## src/core/jtag_ir_dr_map.vh

```
// constants for the test instruction and data register block
`ifndef JTAG_IR_DR_MAP_VH
`define JTAG_IR_DR_MAP_VH
`define IR_WIDTH        4
`define IR_RESET        4'h2
`define IR_CAPTURE      4'h1
`define OP_EXTEST       4'h0
`define OP_SAMPLE       4'h1
`define OP_DEVICE_IDENTIFICATION_REGISTER       4'h2
`define OP_HIGHZ        4'h8
`define OP_INTEST       4'h9
`define OP_BYPASS       4'hF
`define ID_WIDTH        32
`define ID_VER_MSB      31
`define ID_VER_LSB      28
`define ID_PN_MSB       27
`define ID_PN_LSB       12
`define ID_MFR_MSB      11
`define ID_MFR_LSB      1
`define ID_PRESENT_BIT  0
`define BYPASS_CAPTURE  1'b0
`define SEL_BYPASS      2'h0
`define SEL_IDENT       2'h1
`define SEL_BOUND       2'h2
`endif

```

## src/core/jtag_instruction_and_data_regs.v

```verilog
// instruction register, opcode decode and data register selection
`timescale 1ns/1ps
`include "jtag_ir_dr_map.vh"

// How it works
// - four-bit instruction stage loads serially from tdi during instruction shift.
// - test-logic reset puts 0010, the identification opcode, in the register.
// - the current opcode picks bypass, identification or boundary path.
// - opcode 1111 selects the one-bit bypass register.
// - opcode 0000 selects the boundary chain for interconnect test.
// - opcode 0001 selects the boundary chain to sample or preload.
// - opcode 0010 selects the identification register.
// - opcode 1001 selects boundary chain and single-step internal logic.
// - opcode 1000 floats device pins and selects bypass.
// - bypass register is one bit, the shortest path.
// - identification is 32 bits: version, part number, maker code and a presence bit.
// - first bit out after reset is that presence bit.
// - capture-data loads zero into the bypass register.
// - capture-instruction loads 0001 into the instruction stage.
// - new opcode reaches the register only at update, on falling tck.
// - shift-data advances the active register on rising tck.
module jtag_instruction_and_data_regs #(
    parameter [3:0]  VERSION_FIELD     = 4'h0,     // arbitrary value
    parameter [15:0] PART_NUMBER_FIELD = 16'h0ABC, // arbitrary value
    parameter [10:0] MAKER_CODE_FIELD  = 11'h055   // arbitrary value
) (
    input  wire       sys_clk_i,
    input  wire       srst_i,
    input  wire       tck_i,
    input  wire       tdi_i,
    input  wire       trst_n_i,
    input  wire       test_logic_reset_i,
    input  wire       capture_ir_i,
    input  wire       shift_ir_i,
    input  wire       update_ir_i,
    input  wire       capture_dr_i,
    input  wire       shift_dr_i,
    input  wire       bound_so_i,
    output reg        tdo_o,
    output reg  [3:0] instruction_opcode_field_o,
    output reg  [1:0] dr_select_o,
    output reg        bound_select_o,
    output reg        pins_highz_o,
    output reg        single_step_o,
    output reg        extest_o
);
    wire        tck_rise;
    wire        tck_fall;
    reg         trst_s1;
    reg         trst_s2;
    reg         tdi_s1;
    reg         tdi_s2;
    reg         tlr_s1;
    reg         tlr_s2;
    reg         cir_s1;
    reg         cir_s2;
    reg         sir_s1;
    reg         sir_s2;
    reg         uir_s1;
    reg         uir_s2;
    reg         cdr_s1;
    reg         cdr_s2;
    reg         sdr_s1;
    reg         sdr_s2;
    reg         bso_s1;
    reg         bso_s2;
    reg   [3:0] ir_shift;
    reg         bypass_bit;
    reg  [31:0] id_shift;
    reg  [1:0]  sel;
    reg  [3:0]  test_instruction_register;
    reg         next_tdo;
    wire [31:0] id_value;

    // decode of an opcode to its data register, used for the live path
    function [1:0] dr_of;
        input [3:0] op;
        begin
            if (op == `OP_EXTEST || op == `OP_SAMPLE || op == `OP_INTEST)
                dr_of = `SEL_BOUND;
            else if (op == `OP_DEVICE_IDENTIFICATION_REGISTER)
                dr_of = `SEL_IDENT;
            else
                dr_of = `SEL_BYPASS;  // bypass, highz and reserved
        end
    endfunction

    // tck is only sampled, never used as a clock; its edges arrive three clocks late
    tck_edge_detect u_tck (
        .sys_clk_i (sys_clk_i),
        .srst_i    (srst_i),
        .tck_i     (tck_i),
        .rise_o    (tck_rise),
        .fall_o    (tck_fall)
    );

    // identification word built field by field, presence bit fixed high
    assign id_value[`ID_VER_MSB:`ID_VER_LSB] = VERSION_FIELD;
    assign id_value[`ID_PN_MSB:`ID_PN_LSB]   = PART_NUMBER_FIELD;
    assign id_value[`ID_MFR_MSB:`ID_MFR_LSB] = MAKER_CODE_FIELD;
    assign id_value[`ID_PRESENT_BIT]         = 1'b1;

    // pin-side strobes pass two flops before use
    // tck edges come one flop later, so state and data line up with them
    always @(posedge sys_clk_i) begin
        if (srst_i) begin
            // system reset leaves test reset deasserted, so only the pin can force it
            trst_s1 <= 1'b1;
            trst_s2 <= 1'b1;
            tdi_s1  <= 1'b0;
            tdi_s2  <= 1'b0;
            tlr_s1  <= 1'b0;
            tlr_s2  <= 1'b0;
            cir_s1  <= 1'b0;
            cir_s2  <= 1'b0;
            sir_s1  <= 1'b0;
            sir_s2  <= 1'b0;
            uir_s1  <= 1'b0;
            uir_s2  <= 1'b0;
            cdr_s1  <= 1'b0;
            cdr_s2  <= 1'b0;
            sdr_s1  <= 1'b0;
            sdr_s2  <= 1'b0;
            bso_s1  <= 1'b0;
            bso_s2  <= 1'b0;
        end else begin
            trst_s1 <= trst_n_i;
            trst_s2 <= trst_s1;
            tdi_s1  <= tdi_i;
            tdi_s2  <= tdi_s1;
            tlr_s1  <= test_logic_reset_i;
            tlr_s2  <= tlr_s1;
            cir_s1  <= capture_ir_i;
            cir_s2  <= cir_s1;
            sir_s1  <= shift_ir_i;
            sir_s2  <= sir_s1;
            uir_s1  <= update_ir_i;
            uir_s2  <= uir_s1;
            cdr_s1  <= capture_dr_i;
            cdr_s2  <= cdr_s1;
            sdr_s1  <= shift_dr_i;
            sdr_s2  <= sdr_s1;
            bso_s1  <= bound_so_i;
            bso_s2  <= bso_s1;
        end
    end

    // instruction stage and parallel register
    // a test reset overrides any scan in flight
    always @(posedge sys_clk_i) begin
        if (srst_i) begin
            ir_shift                  <= `IR_CAPTURE;
            test_instruction_register <= `IR_RESET;
        end else if (!trst_s2 || tlr_s2) begin
            ir_shift                  <= `IR_CAPTURE;
            test_instruction_register <= `IR_RESET;
        end else begin
            if (tck_rise && cir_s2)
                ir_shift <= `IR_CAPTURE;
            else if (tck_rise && sir_s2)
                ir_shift <= {tdi_s2, ir_shift[3:1]};             // lsb out first
            if (tck_fall && uir_s2)
                test_instruction_register <= ir_shift;
        end
    end

    // data registers: bypass and identification shift stages
    // the boundary chain shifts outside; only its serial out is read here
    always @(posedge sys_clk_i) begin
        if (srst_i || !trst_s2 || tlr_s2) begin
            bypass_bit <= `BYPASS_CAPTURE;
            id_shift   <= id_value;   // presence bit leaves first after reset
        end else if (tck_rise && cdr_s2) begin
            bypass_bit <= `BYPASS_CAPTURE;
            id_shift   <= id_value;
        end else if (tck_rise && sdr_s2) begin
            if (sel == `SEL_BYPASS)
                bypass_bit <= tdi_s2;                            // one stage only
            if (sel == `SEL_IDENT)
                id_shift <= {tdi_s2, id_shift[31:1]};
        end
    end

    // serial output source
    // instruction stage wins only while shift_ir is high
    always @* begin
        sel = dr_of(test_instruction_register);
        if (sir_s2)
            next_tdo = ir_shift[0];
        else if (sel == `SEL_IDENT)
            next_tdo = id_shift[0];
        else if (sel == `SEL_BOUND)
            next_tdo = bso_s2;
        else
            next_tdo = bypass_bit;
    end

    // registered outputs; tdo changes only on falling tck like a real port
    always @(posedge sys_clk_i) begin
        if (srst_i) begin
            tdo_o                      <= 1'b1;   // idles high until the first falling tck
            instruction_opcode_field_o <= `IR_RESET;
            dr_select_o                <= `SEL_IDENT;
            bound_select_o             <= 1'b0;
            pins_highz_o               <= 1'b0;
            single_step_o              <= 1'b0;
            extest_o                   <= 1'b0;
        end else begin
            if (tck_fall)
                tdo_o <= next_tdo;
            instruction_opcode_field_o <= test_instruction_register;
            dr_select_o                <= sel;
            bound_select_o             <= (sel == `SEL_BOUND);
            // mode lines share the opcode's clock; reserved codes raise none of them
            pins_highz_o   <= (test_instruction_register == `OP_HIGHZ);
            single_step_o  <= (test_instruction_register == `OP_INTEST);
            extest_o       <= (test_instruction_register == `OP_EXTEST);
        end
    end
endmodule

```

## src/core/tck_edge_detect.v

```verilog
// two-flop synchroniser and edge finder for the test clock pin
`timescale 1ns/1ps
module tck_edge_detect (
    input  wire sys_clk_i,
    input  wire srst_i,
    input  wire tck_i,
    output reg  rise_o,
    output reg  fall_o
);
    reg       sync1;
    reg       sync2;
    reg       sync3;
    reg [2:0] warm;

    // first flop feeds only the second; edges are found on later stages
    // warm masks edges until sync3 holds a real pin level, so reset makes no false edge;
    // only a level change before the first clock after reset is lost; later edges are all found
    always @(posedge sys_clk_i) begin
        if (srst_i) begin
            sync1  <= 1'b0;
            sync2  <= 1'b0;
            sync3  <= 1'b0;
            warm   <= 3'h0;
            rise_o <= 1'b0;
            fall_o <= 1'b0;
        end else begin
            sync1  <= tck_i;
            sync2  <= sync1;
            sync3  <= sync2;
            warm   <= {warm[1:0], 1'b1};
            rise_o <= warm[2] & sync2 & ~sync3;
            fall_o <= warm[2] & ~sync2 & sync3;
        end
    end
endmodule

```

## config.mk

```make
export PLATFORM = sky130hd
export DESIGN_NAME = jtag_instruction_and_data_regs
export DESIGN_NICKNAME = d
export VERILOG_FILES = /design/src/core/jtag_instruction_and_data_regs.v /design/src/core/tck_edge_detect.v
export VERILOG_INCLUDE_DIRS = /design/src /design/src/core
export SDC_FILE = /design/constraint.sdc
export NUM_CORES = 1
export LEC_CHECK = 0
export ABC_CLOCK_PERIOD_IN_PS = 1200
export BUFFER_PORTS_ARGS = -buffer_cell sky130_fd_sc_hd__buf_2
export CAP_MARGIN = 5
export CORE_MARGIN = 3
export CORE_UTILIZATION = 50
export DETAILED_ROUTE_END_ITERATION = 6
export GPL_TIMING_DRIVEN = 1
export PLACE_DENSITY = 0.72
export SYNTH_ARGS = -nofsm -noshare
export SYNTH_HDL_FRONTEND = slang
export SYNTH_SLANG_ARGS = --single-unit
```

## constraint.sdc

```tcl
create_clock -name sys_clk_i -period 1.2 [get_ports sys_clk_i]
set_input_delay 0 -clock sys_clk_i [delete_from_list [all_inputs] [get_ports sys_clk_i]]
set_output_delay 0 -clock sys_clk_i [all_outputs]
set_load 0.1 [all_outputs]
```

==> results_dict.tcl, run 1 <==
set metrics [dict create \
    grt_pass1_vias 1735 \
    port_buffers 22 \
    utilization 0.682 \
    path_class "reg2reg" \
    ioPinCount 23 \
    cp.arrival_ns 1.63 \
    path_buf_inv 1 \
    worstReg2RegEnd "id_shift[10]" \
    multiInputGateArea_um2 1000 \
    finalWirelength_um 4730 \
    hold_end "u_tck.sync2" \
    synth_ff_type "dfxtp_1" \
    tightest_slew_ns 0.487 \
    synth_nets 281 \
    path_cells "nor4b_4 -> and3_4 -> clkbuf_16 -> nand2_2 -> a21oi_2" \
    synth.cell_area_um2 2530 \
    vias 1897 \
    cts_sinks 78 \
    synth.top_cell.area_share 0.617 \
    worstRegToRegCells 5 \
    syn_to_final_growth_pct 29.8 \
    leakage_uw 0.00136 \
    max_stage_delay_ns 0.34 \
    rsz0062_at_grt "true" \
    drtIter0Drc 69 \
    critical_path_required_ns 1.48 \
    htreeDepth 3 \
    grt_max_degree 33 \
    die_h_um 77.2 \
    cp_max_fo 8 \
    end_kind "register" \
    synth_warnings 0 \
    clk_latency_ns 0.34 \
    die_w_um 77.2 \
    ff2ff_setup_slack_ns -0.15 \
    drive_above_1_share 0.284 \
    fin_ws_ns -0.150 \
    dp_hpwl_um 2660 \
    total_power_uw 4410 \
    ys_seq_area_frac 0.617 \
    clkTransAtPathRegs_ns 0.07 \
    ys_ff_latch 78 \
    violations "negative setup slack" \
    grt_pass1_wl_um 7650 \
    nNetsFinal 333 \
    vias_per_cell 4.85 \
    synth.avg_cell_area_um2 9.41 \
    finalSetupViolations 34 \
    max-vdd-ir-drop_mv 0.857 \
    fmax_mhz 741 \
    reg2reg_from "dr_of.op[3]" \
    antenna_found_initial 0 \
    fin_crit_sh 1.12 \
    antennaDiodeCount 0 \
    cts_made_buffers 9 \
    wl_per_cell_um 12.1 \
    relSlewSlack 0.678 \
    final.setup_skew_ns 0.00525 \
    start_util 0.525 \
    finalWeightedCongestion 0.781 \
    cp_top_family "simple AND/OR/NAND/NOR gates" \
    async_flop_share 0 \
    ctsLongestPathBuffers 2 \
    core_um2 4820 \
    critical_path.slowest_cell "dfxtp_2" \
    holdCritStartpoint "srst_i" \
    seq_area_um2 1570 \
    row_count 25 \
    period_needed_ns 1.35 \
    hp-class "in2reg" \
    hold_viol 0 \
    drv_cap 0 \
    drc 0 \
    outcome "finished, violations left" \
    num-fill-cells 390 \
    synth_area_leaders "dfxtp_1 (62%), nand2_1 (11%), nor2b_1 (6.2%)" \
    dieArea_um2 5950 \
    synthCells 269 \
    gr-usage-all-layers 0.165 \
    cts-root-buf "clkbuf_8" \
    synth_edf_count 0 \
    whs_ns 0.0895 \
    drv_slew 0 \
    drtAntennaViolNets 0 \
    firstDrtPassIters 4 \
    worstSetupStartpointType "register" \
    min_path_cells 2 \
    cts_tree "done" \
    synth_top_cell_by_area "dfxtp_1" \
    gr-total-overflow 0 \
    synth_cell_types 28 \
    powerDensity_nw_per_um2 1340 \
]
[flip-flops by register name, indices dropped and copies added, names as in the netlist, 2 cells and up]
name	flops
instruction_opcode_field_o	4
dr_select_o	2
id_shift	32
u_tck.warm	3
dr_of.op	4
ir_shift	4
[routing by layer]
| layer | vias up | part of all wire | global-route usage |
|---|---|---|---|
| met5 | - | 0 | 0 |
| met4 | 0 | 0.028 | 0.110 |
| met3 | 11 | 0.043 | 0.0516 |
| met2 | 38 | 0.47 | 0.258 |
| met1 | 864 | 0.45 | 0.194 |
| li1 | 984 | - | - |
[cells in the mapped netlist, types with 3 or more instances]
master     n
nor2b_1   25
inv_1      3
a22oi_1    3
or2_2      5
nor2_1     8
clkbuf_1   9
dfxtp_1   78
nand2_1   71
a21oi_1   27
nand3_1   16
[layout by cell type (no fill, tap or decap), types with 2 or more instances in the layout]
master / n
a21oi_2: 14
nor3_1: 2
inv_1: 3
clkbuf_8: 10
nor2b_1: 24
dfxtp_2: 5
dlygate4sd3_1: 11
a21oi_1: 13
o21ai_0: 2
a22oi_1: 3
or2_2: 5
clkinv_2: 2
clkbuf_16: 2
nand2_2: 6
buf_4: 15
nand2_1: 63
clkbuf_1: 2
nand3_1: 15
dfxtp_1: 73
nor2_1: 8
nor4bb_1: 2
nand2_4: 2
buf_2: 21
buf_12: 3
[power breakdown]
part / internal (µW) / switching (µW)
sequential: 2630 / 15.6
clock: 779 / 824
combinational: 87.6 / 77.4
total: 3490 / 917
[kinds of logic (layout without fill, tap and decap cells)]
family,Yosys count,in the layout,share of synthesized area
AO/OA/AOI/OAI,36,36,0.0801
flip-flops,78,78,0.617
AND/OR/NAND/NOR,138,138,0.266
buffers and inverters,16,71,0.0326
multiplexers,1,1,0.00395
[worst max-delay path by stage]
stage | from | end | depth (start not counted)
6_report | dr_of.op[3] | id_shift[10] | 5
5_1_grt | dr_of.op[3] | id_shift[0] | 6
4_1_cts | dr_of.op[3] | id_shift[15] | 6
3_5_place_dp | dr_of.op[3] | tdo_o | 5
3_3_place_gp | dr_of.op[3] | tdo_o | 5
2_1_floorplan | dr_of.op[3] | id_shift[31] | 6
[metrics by stage]
stage          TNS (ns)  setup WS, ns  instances  instance area [µm²]
6_report          -4.45        -0.150        391                 3280
5_1_grt           -6.69        -0.214        391                 3280
4_1_cts           -4.02        -0.139        389                 3140
3_5_place_dp      -4.14        -0.172        363                 2840
3_3_place_gp      -4.32        -0.156        363                 2840
2_1_floorplan     -2.55       -0.0926        269                 2550
[cell type report]
| type | instances | area share |
|---|---|---|
| clock inverters | 2 | 0.00305 |
| clock buffers | 12 | 0.0442 |
| flip-flops and latches | 78 | 0.477 |
| multi-input cells | 175 | 0.306 |
| well taps | 67 | 0.0255 |
| inverters | 3 | 0.00343 |
| repair buffers | 54 | 0.141 |
[timing repair]
action,CTS,global route
pin swaps,1,6
gates cloned,0,2
endpoints found under the hold margin,12,0
resized for setup,7,26
hold buffers,12,0
endpoints found under the setup margin,34,40
buffers inserted,0,1
Note: power is estimated with default switching activity, not from simulation.
==> run 2: changes to the inputs <==
- CORE_MARGIN: 3 -> 2
- RECOVER_POWER: default -> 25
==> results_dict.tcl, run 2 (synthesis gave the netlist of run 1 again) <==
set metrics [dict create \
    cts_sinks 78 \
    outcome "finished, violations left" \
    grt_max_degree 33 \
    gr-usage-all-layers 0.177 \
    gr-total-overflow 0 \
    relSlewSlack 0.677 \
    antennaDiodeCount 0 \
    nNetsFinal 330 \
    hp-class "in2reg" \
    max_stage_delay_ns 0.34 \
    grt_pass1_wl_um 7300 \
    dieArea_um2 5650 \
    die_w_um 75.2 \
    clk_latency_ns 0.35 \
    largest_reg_flops 32 \
    finalWeightedCongestion 0.740 \
    regMostFlops "id_shift" \
    cts_tree "done" \
    finalSetupViolations 34 \
    violations "negative setup slack" \
    drv_slew 0 \
    fin_crit_sh 1.17 \
    final.setup_skew_ns 0.00959 \
    drtIter0Drc 85 \
    critical_path.slowest_cell "dfxtp_2" \
    path_class "reg2reg" \
    port_buffers 22 \
    die_h_um 75.2 \
    core_um2 4820 \
    cp_max_fo 8 \
    post-place-ws_ns -0.209 \
    ioPinCount 23 \
    ctsLongestPathBuffers 2 \
    drv_cap 0 \
    wl_per_cell_um 11.9 \
    final_common_cell "dfxtp_1" \
    vias_per_cell 4.84 \
    finalWirelength_um 4630 \
    tightest_slew_ns 0.489 \
    cts-root-buf "clkbuf_8" \
    mostFrequentLayoutCells "dfxtp_1 (72), nand2_1 (63), nor2b_1 (24)" \
    cts_made_buffers 9 \
    htreeDepth 3 \
    clkTransAtPathRegs_ns 0.08 \
    vias 1886 \
    firstDrtPassIters 4 \
    cp.arrival_ns 1.69 \
    dp_hpwl_um 2630 \
    syn_to_final_growth_pct 32.3 \
    leakage_uw 0.00141 \
    powerDensity_nw_per_um2 1540 \
    start_util 0.525 \
    fin_setup_tns_ns -5.68 \
    max-vdd-ir-drop_mv 1.02 \
    hold_viol 0 \
    critical_path_required_ns 1.49 \
    worstSetupStartpointType "register" \
    drive_above_1_share 0.279 \
    grt_pass1_vias 1680 \
    drc 0 \
    drtAntennaViolNets 0 \
    fin_ws_ns -0.199 \
    path_cells "nor4b_4 -> and3_4 -> clkbuf_16 -> nand2_4 -> a21oi_2" \
    antenna_found_initial 0 \
    period_needed_ns 1.40 \
    row_count 25 \
    end_kind "register" \
    rsz0062_at_grt "true" \
    fmax_mhz 715 \
]
-- run 2: cell count changes in the layout (fill, tap and decap cells not counted), sizes merged --
cell / change
dlymetal6s4s: -1
clkinv: -2
buf: -5
clkbuf: +4
bufinv: +3
-- run 2: final timing paths --
check / end / cells after the start / slack (ns) / from
min reg2reg: trst_s2 / 1 / 0.41 / trst_s1
max: id_shift[31] / 5 / -0.20 / dr_of.op[2]
min: trst_s1 / 3 / 0.37 / trst_n_i
max reg2reg: id_shift[31] / 5 / -0.20 / dr_of.op[2]
-- run 2: cell type report --
class                      count  area [µm²]
sequential                    78        1570
fill                         368        1470
multi-input combinational    175        1010
timing repair buffer          51         420
clock buffer                  13         159
clock inverter                 3        90.1
tap                           67        83.8
inverter                       3        11.3
-- run 2: where the power goes --
| group | leakage [µW] | internal, µW | switching (µW) | total (µW) |
|---|---|---|---|---|
| combinational | 0.000648 | 80.6 | 73.3 | 154 |
| clock | 0.000124 | 1500 | 880 | 2380 |
| sequential | 0.000636 | 2620 | 16.0 | 2640 |
| total | 0.00141 | 4200 | 969 | 5170 |
-- run 2: timing repair --
action | in CTS | in global routing
endpoints found under the setup margin | 34 | 37
buffers inserted | 1 | 1
gates resized for setup | 2 | 33
pin swaps | 1 | 12
gates cloned | 0 | 2
hold buffers | 11 | 0
hold endpoints to repair | 12 | 0
-- run 2: worst max-delay path, delay by kind of cell (launching register included) --
kind | cells | cell delay (ns)
AOI/OAI and AO/OA | 1 | 0.13
buffers and inverters | 1 | 0.19
DFF | 1 | 0.34
and+or+nand+nor | 3 | 0.69
-- run 2: metrics by stage --
stage / instance area [µm²] / utilization / instances / hold WS [ns] / power [µW]
floorplan: 2550 / - / 269 / 0.0751 / 2760
global placement: 2810 / 0.583 / 359 / 0.185 / 2820
detailed placement: 2810 / 0.583 / 359 / 0.187 / 2820
CTS: 3180 / 0.660 / 387 / 0.343 / 5230
global route: 3350 / 0.695 / 390 / 0.350 / 5360
finish: 3350 / 0.695 / 390 / 0.367 / 5170
-- run 2: routing by layer --
metal,share of wire,vias up,global-route usage
met5,0,-,0
met4,0.010,0,0.0721
met3,0.048,4,0.0964
met2,0.50,41,0.279
met1,0.44,860,0.202
li1,-,981,-
